`src/core/dcbo_pkg.sv`:
```
package dcbo_pkg;
  // Instruction encodings with register fields masked off
  localparam logic [31:0] OP_FLUSH = 32'h7C0000AC;
  localparam logic [31:0] OP_INVAL = 32'h7C0003AC;
  localparam logic [31:0] OP_CLEAN = 32'h7C00006C;
  localparam logic [31:0] OP_ALLOC = 32'h7C0005EC;
  localparam logic [31:0] OP_TOUCH = 32'h7C00022C;
  localparam logic [31:0] OP_TOUCHST = 32'h7C0001EC;
  localparam logic [31:0] OP_MASK = 32'hFC0007FE;
  // Register field positions
  localparam int RA_LSB = 16;
  localparam int RB_LSB = 11;
  // Cache geometry
  localparam int BLK_BITS = 5;
  localparam int IDX_BITS = 3;
  localparam int DATA_W = 32;
  // Bus command codes
  typedef enum logic [2:0] {
    DCBO_BUS_NONE,
    DCBO_BUS_FLUSH,
    DCBO_BUS_KILL,
    DCBO_BUS_CLEAN,
    DCBO_BUS_WRBACK
  } dcbo_bus_t;
  typedef enum logic [2:0] {
    DCBO_OP_NONE,
    DCBO_OP_FLUSH,
    DCBO_OP_INVAL,
    DCBO_OP_CLEAN,
    DCBO_OP_ALLOC,
    DCBO_OP_TOUCH
  } dcbo_op_t;
  localparam logic [DATA_W-1:0] ZERO_FILL = 32'h00000000;
endpackage : dcbo_pkg

```
`src/core/dcbo_link_if.sv`:
```
`timescale 1ns/1ps
interface dcbo_link_if;
  import dcbo_pkg::*;
  // Request from the core's cache to memory and other caches
  logic reqValid;
  dcbo_bus_t reqCmd;
  logic [31:0] reqAddr;
  logic reqCoherent;
  // Completion from the far side
  logic ackValid;
  logic snoopHitMod;
  modport core (output reqValid, output reqCmd, output reqAddr, output reqCoherent,
    input ackValid, input snoopHitMod);
  modport system (input reqValid, input reqCmd, input reqAddr, input reqCoherent,
    output ackValid, output snoopHitMod);
endinterface : dcbo_link_if

```
`src/core/dcbo_core_end.sv`:
```
`timescale 1ns/1ps
// Summary of operation
// Allocated new block filled with zero
// Allocation may cause delayed machine check
// Address is base-or-zero plus index
// Decode flush encoding
// Decode invalidate encoding
// Decode store encoding
// Coherent flush broadcasts address only
// Flush writes back modified, then invalidates
// Others write back modified on flush
// Non-coherent flush local only, no broadcast
// Flush ignores attributes, checked as load
// Invalidate discards modified data, no writeback
// Others invalidate on invalidate broadcast
// Untranslated invalidate raises data storage
// Invalidate checked as store, sets R/C
// Invalidate needs supervisor privilege
// Clean on unmodified coherent just signals
// Clean writes back modified block
// Clean otherwise no local action
// Load touch no-op when inhibited
// Store touch no-op when inhibited
// Touch faults raise no exception
// Touch may be ignored entirely
module dcbo_core_end #(
  parameter int LINES = 1 << dcbo_pkg::IDX_BITS
) (
  input wire logic clk_sys,
  input wire logic rst_b,
  input wire logic issue,
  input wire logic [31:0] instr,
  input wire logic [31:0] firstIndexReg,
  input wire logic [31:0] secondIndexReg,
  input wire logic coherent,
  input wire logic cacheInhibit,
  input wire logic userMode,
  input wire logic dataTranslationEnable,
  input wire logic xlateHit,
  input wire logic protOk,
  input wire logic busErr,
  output logic busy,
  output logic done,
  output logic dsiExc,
  output logic privExc,
  output logic machineCheck,
  output logic refChgSet,
  dcbo_link_if.core link
);
  import dcbo_pkg::*;
  typedef enum logic [1:0] {DCBO_IDLE, DCBO_WAIT} dcbo_st_t;
  typedef struct packed {
    dcbo_st_t st;
    logic busy;
    logic done;
    logic dsi;
    logic priv;
    logic mchk;
    logic rc;
    logic killAfter;
    logic allocPend;
    logic [IDX_BITS-1:0] allocIdx;
    logic reqValid;
    dcbo_bus_t reqCmd;
    logic [31:0] reqAddr;
    logic reqCoh;
    logic [LINES-1:0] valid;
    logic [LINES-1:0] dirty;
    logic [LINES-1:0][31-BLK_BITS-IDX_BITS:0] tag;
    logic [LINES-1:0][DATA_W-1:0] word0;
  } dcbo_state_t;
  dcbo_state_t cur_ff;
  dcbo_state_t nxt_ff;
  dcbo_op_t op;
  logic [31:0] addr;
  logic [IDX_BITS-1:0] idx;
  logic [31-BLK_BITS-IDX_BITS:0] tg;
  logic hit;
  logic mod;
  logic [IDX_BITS-1:0] reqIdx;
  dcbo_decode u_dec (
    .instr(instr),
    .firstIndexReg(firstIndexReg),
    .secondIndexReg(secondIndexReg),
    .op(op),
    .targetAddr(addr)
  );
  assign idx = addr[BLK_BITS+:IDX_BITS];
  assign tg = addr[31:BLK_BITS+IDX_BITS];
  assign hit = cur_ff.valid[idx] && (cur_ff.tag[idx] == tg);
  assign mod = hit && cur_ff.dirty[idx];
  // Line of the outstanding request; instr may move on while waiting
  assign reqIdx = cur_ff.reqAddr[BLK_BITS+:IDX_BITS];
  // Next-state for the block operation sequencer
  always_comb begin
    nxt_ff = cur_ff;
    nxt_ff.done = 1'b0;
    nxt_ff.dsi = 1'b0;
    nxt_ff.priv = 1'b0;
    nxt_ff.mchk = 1'b0;
    nxt_ff.rc = 1'b0;
    // delayed machine check for allocated block
    // Checked first so a new allocation in the same cycle stays pending
    if (busErr && cur_ff.allocPend) begin
      nxt_ff.mchk = 1'b1;
      nxt_ff.allocPend = 1'b0;
      nxt_ff.valid[cur_ff.allocIdx] = 1'b0;
    end
    case (cur_ff.st)
      DCBO_IDLE: begin
        if (issue && op != DCBO_OP_NONE) begin
          nxt_ff.reqAddr = {addr[31:BLK_BITS], {BLK_BITS{1'b0}}};
          nxt_ff.reqCoh = coherent;
          nxt_ff.done = 1'b1;
          case (op)
            DCBO_OP_FLUSH: begin
              // load-style check, attributes ignored
              if (dataTranslationEnable && (!xlateHit || !protOk)) begin
                nxt_ff.dsi = 1'b1;
              end else if (mod) begin
                // writeback then invalidate
                nxt_ff.reqValid = 1'b1;
                nxt_ff.reqCmd = DCBO_BUS_WRBACK;
                nxt_ff.killAfter = 1'b1;
                nxt_ff.done = 1'b0;
                nxt_ff.busy = 1'b1;
                nxt_ff.st = DCBO_WAIT;
              end else begin
                if (hit) begin
                  nxt_ff.valid[idx] = 1'b0;
                end
                // address-only broadcast when coherent
                if (coherent) begin
                  nxt_ff.reqValid = 1'b1;
                  nxt_ff.reqCmd = DCBO_BUS_FLUSH;
                  nxt_ff.done = 1'b0;
                  nxt_ff.busy = 1'b1;
                  nxt_ff.st = DCBO_WAIT;
                end
              end
            end
            DCBO_OP_INVAL: begin
              // supervisor only
              if (userMode) begin
                nxt_ff.priv = 1'b1;
              // store-style check
              end else if (dataTranslationEnable && (!xlateHit || !protOk)) begin
                nxt_ff.dsi = 1'b1;
              end else begin
                // drop dirty data unwritten
                if (hit) begin
                  nxt_ff.valid[idx] = 1'b0;
                  nxt_ff.dirty[idx] = 1'b0;
                end
                nxt_ff.rc = 1'b1;
                if (coherent) begin
                  nxt_ff.reqValid = 1'b1;
                  nxt_ff.reqCmd = DCBO_BUS_KILL;
                  nxt_ff.done = 1'b0;
                  nxt_ff.busy = 1'b1;
                  nxt_ff.st = DCBO_WAIT;
                end
              end
            end
            DCBO_OP_CLEAN: begin
              // load-style check
              if (dataTranslationEnable && (!xlateHit || !protOk)) begin
                nxt_ff.dsi = 1'b1;
              // write back modified block
              end else if (mod) begin
                nxt_ff.reqValid = 1'b1;
                nxt_ff.reqCmd = DCBO_BUS_WRBACK;
                nxt_ff.killAfter = 1'b0;
                nxt_ff.done = 1'b0;
                nxt_ff.busy = 1'b1;
                nxt_ff.st = DCBO_WAIT;
              // coherent: only signal others
              end else if (coherent) begin
                nxt_ff.reqValid = 1'b1;
                nxt_ff.reqCmd = DCBO_BUS_CLEAN;
                nxt_ff.done = 1'b0;
                nxt_ff.busy = 1'b1;
                nxt_ff.st = DCBO_WAIT;
              end
            end
            DCBO_OP_ALLOC: begin
              // zero fill new block
              if (!cacheInhibit && !hit && !(dataTranslationEnable && !xlateHit)) begin
                nxt_ff.valid[idx] = 1'b1;
                nxt_ff.dirty[idx] = 1'b1;
                nxt_ff.tag[idx] = tg;
                nxt_ff.word0[idx] = ZERO_FILL;
                nxt_ff.allocPend = 1'b1;
                nxt_ff.allocIdx = idx;
              end
            end
            // touch hints ignored, no fault
            default: nxt_ff.done = 1'b1;
          endcase
        end
      end
      DCBO_WAIT: begin
        if (link.ackValid) begin
          nxt_ff.reqValid = 1'b0;
          nxt_ff.reqCmd = DCBO_BUS_NONE;
          nxt_ff.busy = 1'b0;
          nxt_ff.done = 1'b1;
          nxt_ff.st = DCBO_IDLE;
          // block left clean; valid cleared too when killAfter is set (flush)
          if (cur_ff.reqCmd == DCBO_BUS_WRBACK) begin
            nxt_ff.dirty[reqIdx] = 1'b0;
            if (cur_ff.killAfter) begin
              nxt_ff.valid[reqIdx] = 1'b0;
            end
          end
        end
      end
      default: nxt_ff.st = DCBO_IDLE;
    endcase
  end
  // State register
  always_ff @(posedge clk_sys or negedge rst_b) begin
    if (!rst_b) begin
      cur_ff <= '0;
    end else begin
      cur_ff <= nxt_ff;
    end
  end
  assign busy = cur_ff.busy;
  assign done = cur_ff.done;
  assign dsiExc = cur_ff.dsi;
  assign privExc = cur_ff.priv;
  assign machineCheck = cur_ff.mchk;
  assign refChgSet = cur_ff.rc;
  assign link.reqValid = cur_ff.reqValid;
  assign link.reqCmd = cur_ff.reqCmd;
  assign link.reqAddr = cur_ff.reqAddr;
  assign link.reqCoherent = cur_ff.reqCoh;
endmodule : dcbo_core_end

```
`src/core/dcbo_decode.sv`:
```
`timescale 1ns/1ps
module dcbo_decode (
  input wire logic [31:0] instr,
  input wire logic [31:0] firstIndexReg,
  input wire logic [31:0] secondIndexReg,
  output dcbo_pkg::dcbo_op_t op,
  output logic [31:0] targetAddr
);
  import dcbo_pkg::*;
  logic [31:0] masked;
  assign masked = instr & OP_MASK;
  // fixed encodings
  always_comb begin
    case (masked)
      OP_FLUSH: op = DCBO_OP_FLUSH;
      OP_INVAL: op = DCBO_OP_INVAL;
      OP_CLEAN: op = DCBO_OP_CLEAN;
      OP_ALLOC: op = DCBO_OP_ALLOC;
      OP_TOUCH, OP_TOUCHST: op = DCBO_OP_TOUCH;
      default: op = DCBO_OP_NONE;
    endcase
  end
  // base zero when field zero
  assign targetAddr = ((instr[RA_LSB+:5] == 5'h00) ? 32'h00000000 : firstIndexReg)
    + secondIndexReg;
endmodule : dcbo_decode

```
`src/flat_wrapper.sv`:
```
// flat-port wrapper written by rule: the top's interface ports become plain ports
module dcbo_core_end_flat import dcbo_pkg::*;
#(
  parameter int LINES = 1 << dcbo_pkg::IDX_BITS
)
  (clk_sys, rst_b, issue, instr, firstIndexReg, secondIndexReg, coherent, cacheInhibit, userMode, dataTranslationEnable, xlateHit, protOk, busErr, busy, done, dsiExc, privExc, machineCheck, refChgSet, link_reqValid, link_reqCmd, link_reqAddr, link_reqCoherent, link_ackValid, link_snoopHitMod);
  dcbo_link_if link_i ();
  input wire logic clk_sys;
  input wire logic rst_b;
  input wire logic issue;
  input wire logic [31:0] instr;
  input wire logic [31:0] firstIndexReg;
  input wire logic [31:0] secondIndexReg;
  input wire logic coherent;
  input wire logic cacheInhibit;
  input wire logic userMode;
  input wire logic dataTranslationEnable;
  input wire logic xlateHit;
  input wire logic protOk;
  input wire logic busErr;
  output logic busy;
  output logic done;
  output logic dsiExc;
  output logic privExc;
  output logic machineCheck;
  output logic refChgSet;
  output wire logic [$bits(link_i.reqValid)-1:0] link_reqValid;
  output wire logic [$bits(link_i.reqCmd)-1:0] link_reqCmd;
  output wire logic [$bits(link_i.reqAddr)-1:0] link_reqAddr;
  output wire logic [$bits(link_i.reqCoherent)-1:0] link_reqCoherent;
  input wire logic [$bits(link_i.ackValid)-1:0] link_ackValid;
  input wire logic [$bits(link_i.snoopHitMod)-1:0] link_snoopHitMod;
  assign link_reqValid = link_i.reqValid;
  assign link_reqCmd = link_i.reqCmd;
  assign link_reqAddr = link_i.reqAddr;
  assign link_reqCoherent = link_i.reqCoherent;
  assign link_i.ackValid = link_ackValid;
  assign link_i.snoopHitMod = link_snoopHitMod;
  dcbo_core_end #(.LINES(LINES)) u_core (.clk_sys(clk_sys), .rst_b(rst_b), .issue(issue), .instr(instr), .firstIndexReg(firstIndexReg), .secondIndexReg(secondIndexReg), .coherent(coherent), .cacheInhibit(cacheInhibit), .userMode(userMode), .dataTranslationEnable(dataTranslationEnable), .xlateHit(xlateHit), .protOk(protOk), .busErr(busErr), .busy(busy), .done(done), .dsiExc(dsiExc), .privExc(privExc), .machineCheck(machineCheck), .refChgSet(refChgSet), .link(link_i));
endmodule
```
`config.mk`:
```
export PLATFORM = sky130hd
export DESIGN_NAME = dcbo_core_end_flat
export DESIGN_NICKNAME = d
export VERILOG_FILES = /design/src/core/dcbo_pkg.sv /design/src/core/dcbo_link_if.sv /design/src/core/dcbo_core_end.sv /design/src/core/dcbo_decode.sv /design/src/flat_wrapper.sv
export SDC_FILE = /design/constraint.sdc
export NUM_CORES = 1
export LEC_CHECK = 0
export BUFFER_PORTS_ARGS = -buffer_cell sky130_fd_sc_hd__buf_2
export CAP_MARGIN = 10
export CORE_AREA = 5 5 175 177
export DETAILED_ROUTE_END_ITERATION = 10
export DIE_AREA = 0 0 180 182
export GPL_TIMING_DRIVEN = 0
export MAX_ROUTING_LAYER = met4
export PLACE_DENSITY = 0.75
export SLEW_MARGIN = 20
export SYNTH_ARGS = -nofsm -noshare
export SYNTH_HDL_FRONTEND = slang
export SYNTH_HIERARCHICAL = 1
export SYNTH_SLANG_ARGS = --single-unit
```
`constraint.sdc`:
```
create_clock -name clk_sys -period 3 [get_ports clk_sys]
set_clock_uncertainty 0.2 [all_clocks]
set_input_delay 0.3 -clock clk_sys [delete_from_list [all_inputs] [get_ports clk_sys]]
set_output_delay 0.3 -clock clk_sys [all_outputs]
set_load 0.01 [all_outputs]
```
==> summary.md <==
| Metric | Value |
|---|---|
| Hold path cells | 6 |
| Largest net degree at the start of global routing | 92 |
| Placed cell areas | 17,000 um^2 |
| Crit Path Category | in -> reg |
| GR Util All Layers | 29.8% |
| Sink Count | 253 |
| Post-route minimum period | 5.36 ns |
| Max rail drop VDD | 0.500 mV |
| Mapped cell area | 15,200 um^2 |
| Die H | 182 um |
| Final Cell Area | 20,300 um^2 |
| Ys Warns | 6 |
| Core area | 29,100 um^2 |
| Internal power | 6.53 mW |
| Power per Cell Area | 481 nW/um^2 |
| Hpwl dp | 31,800 um |
| CTS H-tree lvls | 1 |
| Critical path origin | instr[18] |
| Initial Util | 52.4% |
| Congestion Overflow GR | 0 |
| CTS Root Cell | clkbuf_16 |
| Crit Path Max Fanout | 10 |
| Vias in the first global route | 13,088 |
| Fin util | 69.6% |
| # DRC | 0 |
| Reg clk slew, reported paths | 0.07 ns |
| GP Congestion | 0.933 |
| Placed insts | 1,927 |
| Final non-filler cell total | 2,085 |
| Initial DRC Count | 1,210 |
| Comb power frac | 30.4% |
| TritonCTS Buffers | 27 |
| RSZ-0062 raised after global routing | true |
| Routed Antenna Nets | 0 |
| Initial DRT Pass Iterations | 6 |
| Post-Route WL | 50,500 um |
| First-pass GRT wire length | 75,200 um |
| Antenna violations before repair | 0 |
| Highest clock rate | 0.187 GHz |
| Setup crit end | u_core/cur_ff[455] |
| IO Port Bufs | 133 |
| Share of cells above drive strength 1 | 44.2% |
| Hold WC Path Type | in -> reg |
| Syn_area_per_cell | 10.9 um^2 |
| Final setup fails | 245 |
| Worst skew pair latency | 0.56 ns |
| Max Cap Viol | 0 |
| Critical Path Source Type | input port |
| FF-to-FF path depth | 14 |
| Boundary Pins | 151 |
| Crit. End Element | flop |
| Max-slew headroom | 30.0% |
| Final number of hold-violating endpoints | 0 |
| Clock power frac | 34.6% |
| Critical-path top delay cell | or4_4 |
| Max-slew violations | 0 |
| Diode count | 0 |
| Sw Ratio | 33.0% |
| Leak pwr | 9.70 nW |
| Final Power | 9.75 mW |
| CTS tree | done |
| Final worst-path cycle share | 179% |
| Sequential power share | 35.0% |
| Setup TNS | -491.19 ns |
| Nets | 1,820 |
| Die area | 32,800 um^2 |
| Row count | 63 |
| Clock Path Buffers | 3 |
| Mapped Cells | 1,397 |
| Failing checks | setup timing |
| Crit path required time | 3.24 ns |
| Syn-to-layout area delta | 33.0% |
| Worst-Margin Slew | 1.04 ns |
| WL/cell | 24.2 um |
| Die width | 180 um |
| Switching power total | 3.22 mW |
| Arrival time worst endpoint | 5.60 ns |
| Min setup slack post-route | -2.36 ns |
| Status | complete, but fails checks |
| CP peak stage delay | 0.55 ns |
| Vias/cell | 6.19 |
| Vias | 12,909 |
| Setup slack, reg-to-reg | -0.30 ns |
## cells in the final DEF, fill, tap and decap left out, drive strengths merged, types with 4 or more instances in the layout
cell           n
buf          320
dfrtp        253
mux2         222
nand2        131
clkbuf        81
a21oi         74
o21ai         62
mux2i         59
nor2          53
nor2b         38
ha            31
nor3          26
o31ai         19
a21o          18
inv           18
xnor2         18
o22ai         17
nand2b        16
a22oi         16
nand4         16
a22o          13
a31oi         13
nand4b        13
nor4          12
nand3         11
dlygate4sd3   10
or3            9
and2           9
a21bo          8
mux4           8
xor2           7
a211oi         7
and3           7
nand3b         6
conb           6
or2            5
o211ai         4
o21a           4
a221oi         4
## through the flow
| step | setup WS, ns | hold slack, ns |
|---|---|---|
| finish | -2.36 | 0.111 |
| global route | -2.45 | 0.165 |
| detailed placement | -3.64 | 0.158 |
| global placement | -3.58 | 0.257 |
| floorplan | -2.03 | -0.196 |
| CTS | -2.10 | 0.0994 |
## cell type report
cell class / instances / area (um^2)
buffer: 124 / 1180
clock buffer: 34 / 732
clock inverter: 10 / 136
fill: 1988 / 8830
inverter: 17 / 63.8
multi-input combinational: 1004 / 9160
sequential: 253 / 6330
tap: 390 / 488
timing repair buffer: 253 / 2160
## what timing repair did
action	4_1_cts	5_1_grt
gates resized for setup	165	125
cloned	11	6
pin swaps	51	34
buffers inserted	69	27
hold buffers	10	0
setup endpoints to repair	245	250
hold endpoints to repair	90	0
## worst max-delay path, delay by kind of cell
family	cells	cell delay, ns
AO/OA/AOI/OAI	7	1.35
XOR/XNOR	1	0.18
AND/OR/NAND/NOR	11	2.62
buffers and inverters	5	0.83
adder cells (fa/ha/maj)	1	0.30
## worst min path at each step
stage / endpoint / start / slack, ns
after global routing: u_core/cur_ff[457] / xlateHit / 0.17
after global placement: u_core/cur_ff[505] / u_core/cur_ff[505] / 0.26
after detailed placement: u_core/link.reqAddr[30] / rst_b / 0.16
after floorplan: async pin / rst_b / -0.20
final: u_core/cur_ff[457] / xlateHit / 0.11
after CTS: u_core/cur_ff[457] / xlateHit / 0.1
## power by group through the flow
stage,Clock [mW],Combinational [mW],Sequential [mW]
floorplan,0,1.56,3.48
finish,3.37,2.97,3.42
global route,3.56,3.08,3.41
CTS,3.41,2.66,3.42
global placement,0,2.33,3.48
detailed placement,0,2.38,3.48
## per-layer routing
| metal | part of all wire (%) | up-vias | GRT usage [%] |
|---|---|---|---|
| met5 | 0 | - | - |
| met4 | 4.7 | 0 | 10.5 |
| met3 | 8.2 | 193 | 4.53 |
| met2 | 47 | 720 | 48.1 |
| met1 | 41 | 6389 | 38.5 |
| li1 | - | 5607 | - |
Power figures use the tool's default switching activity.
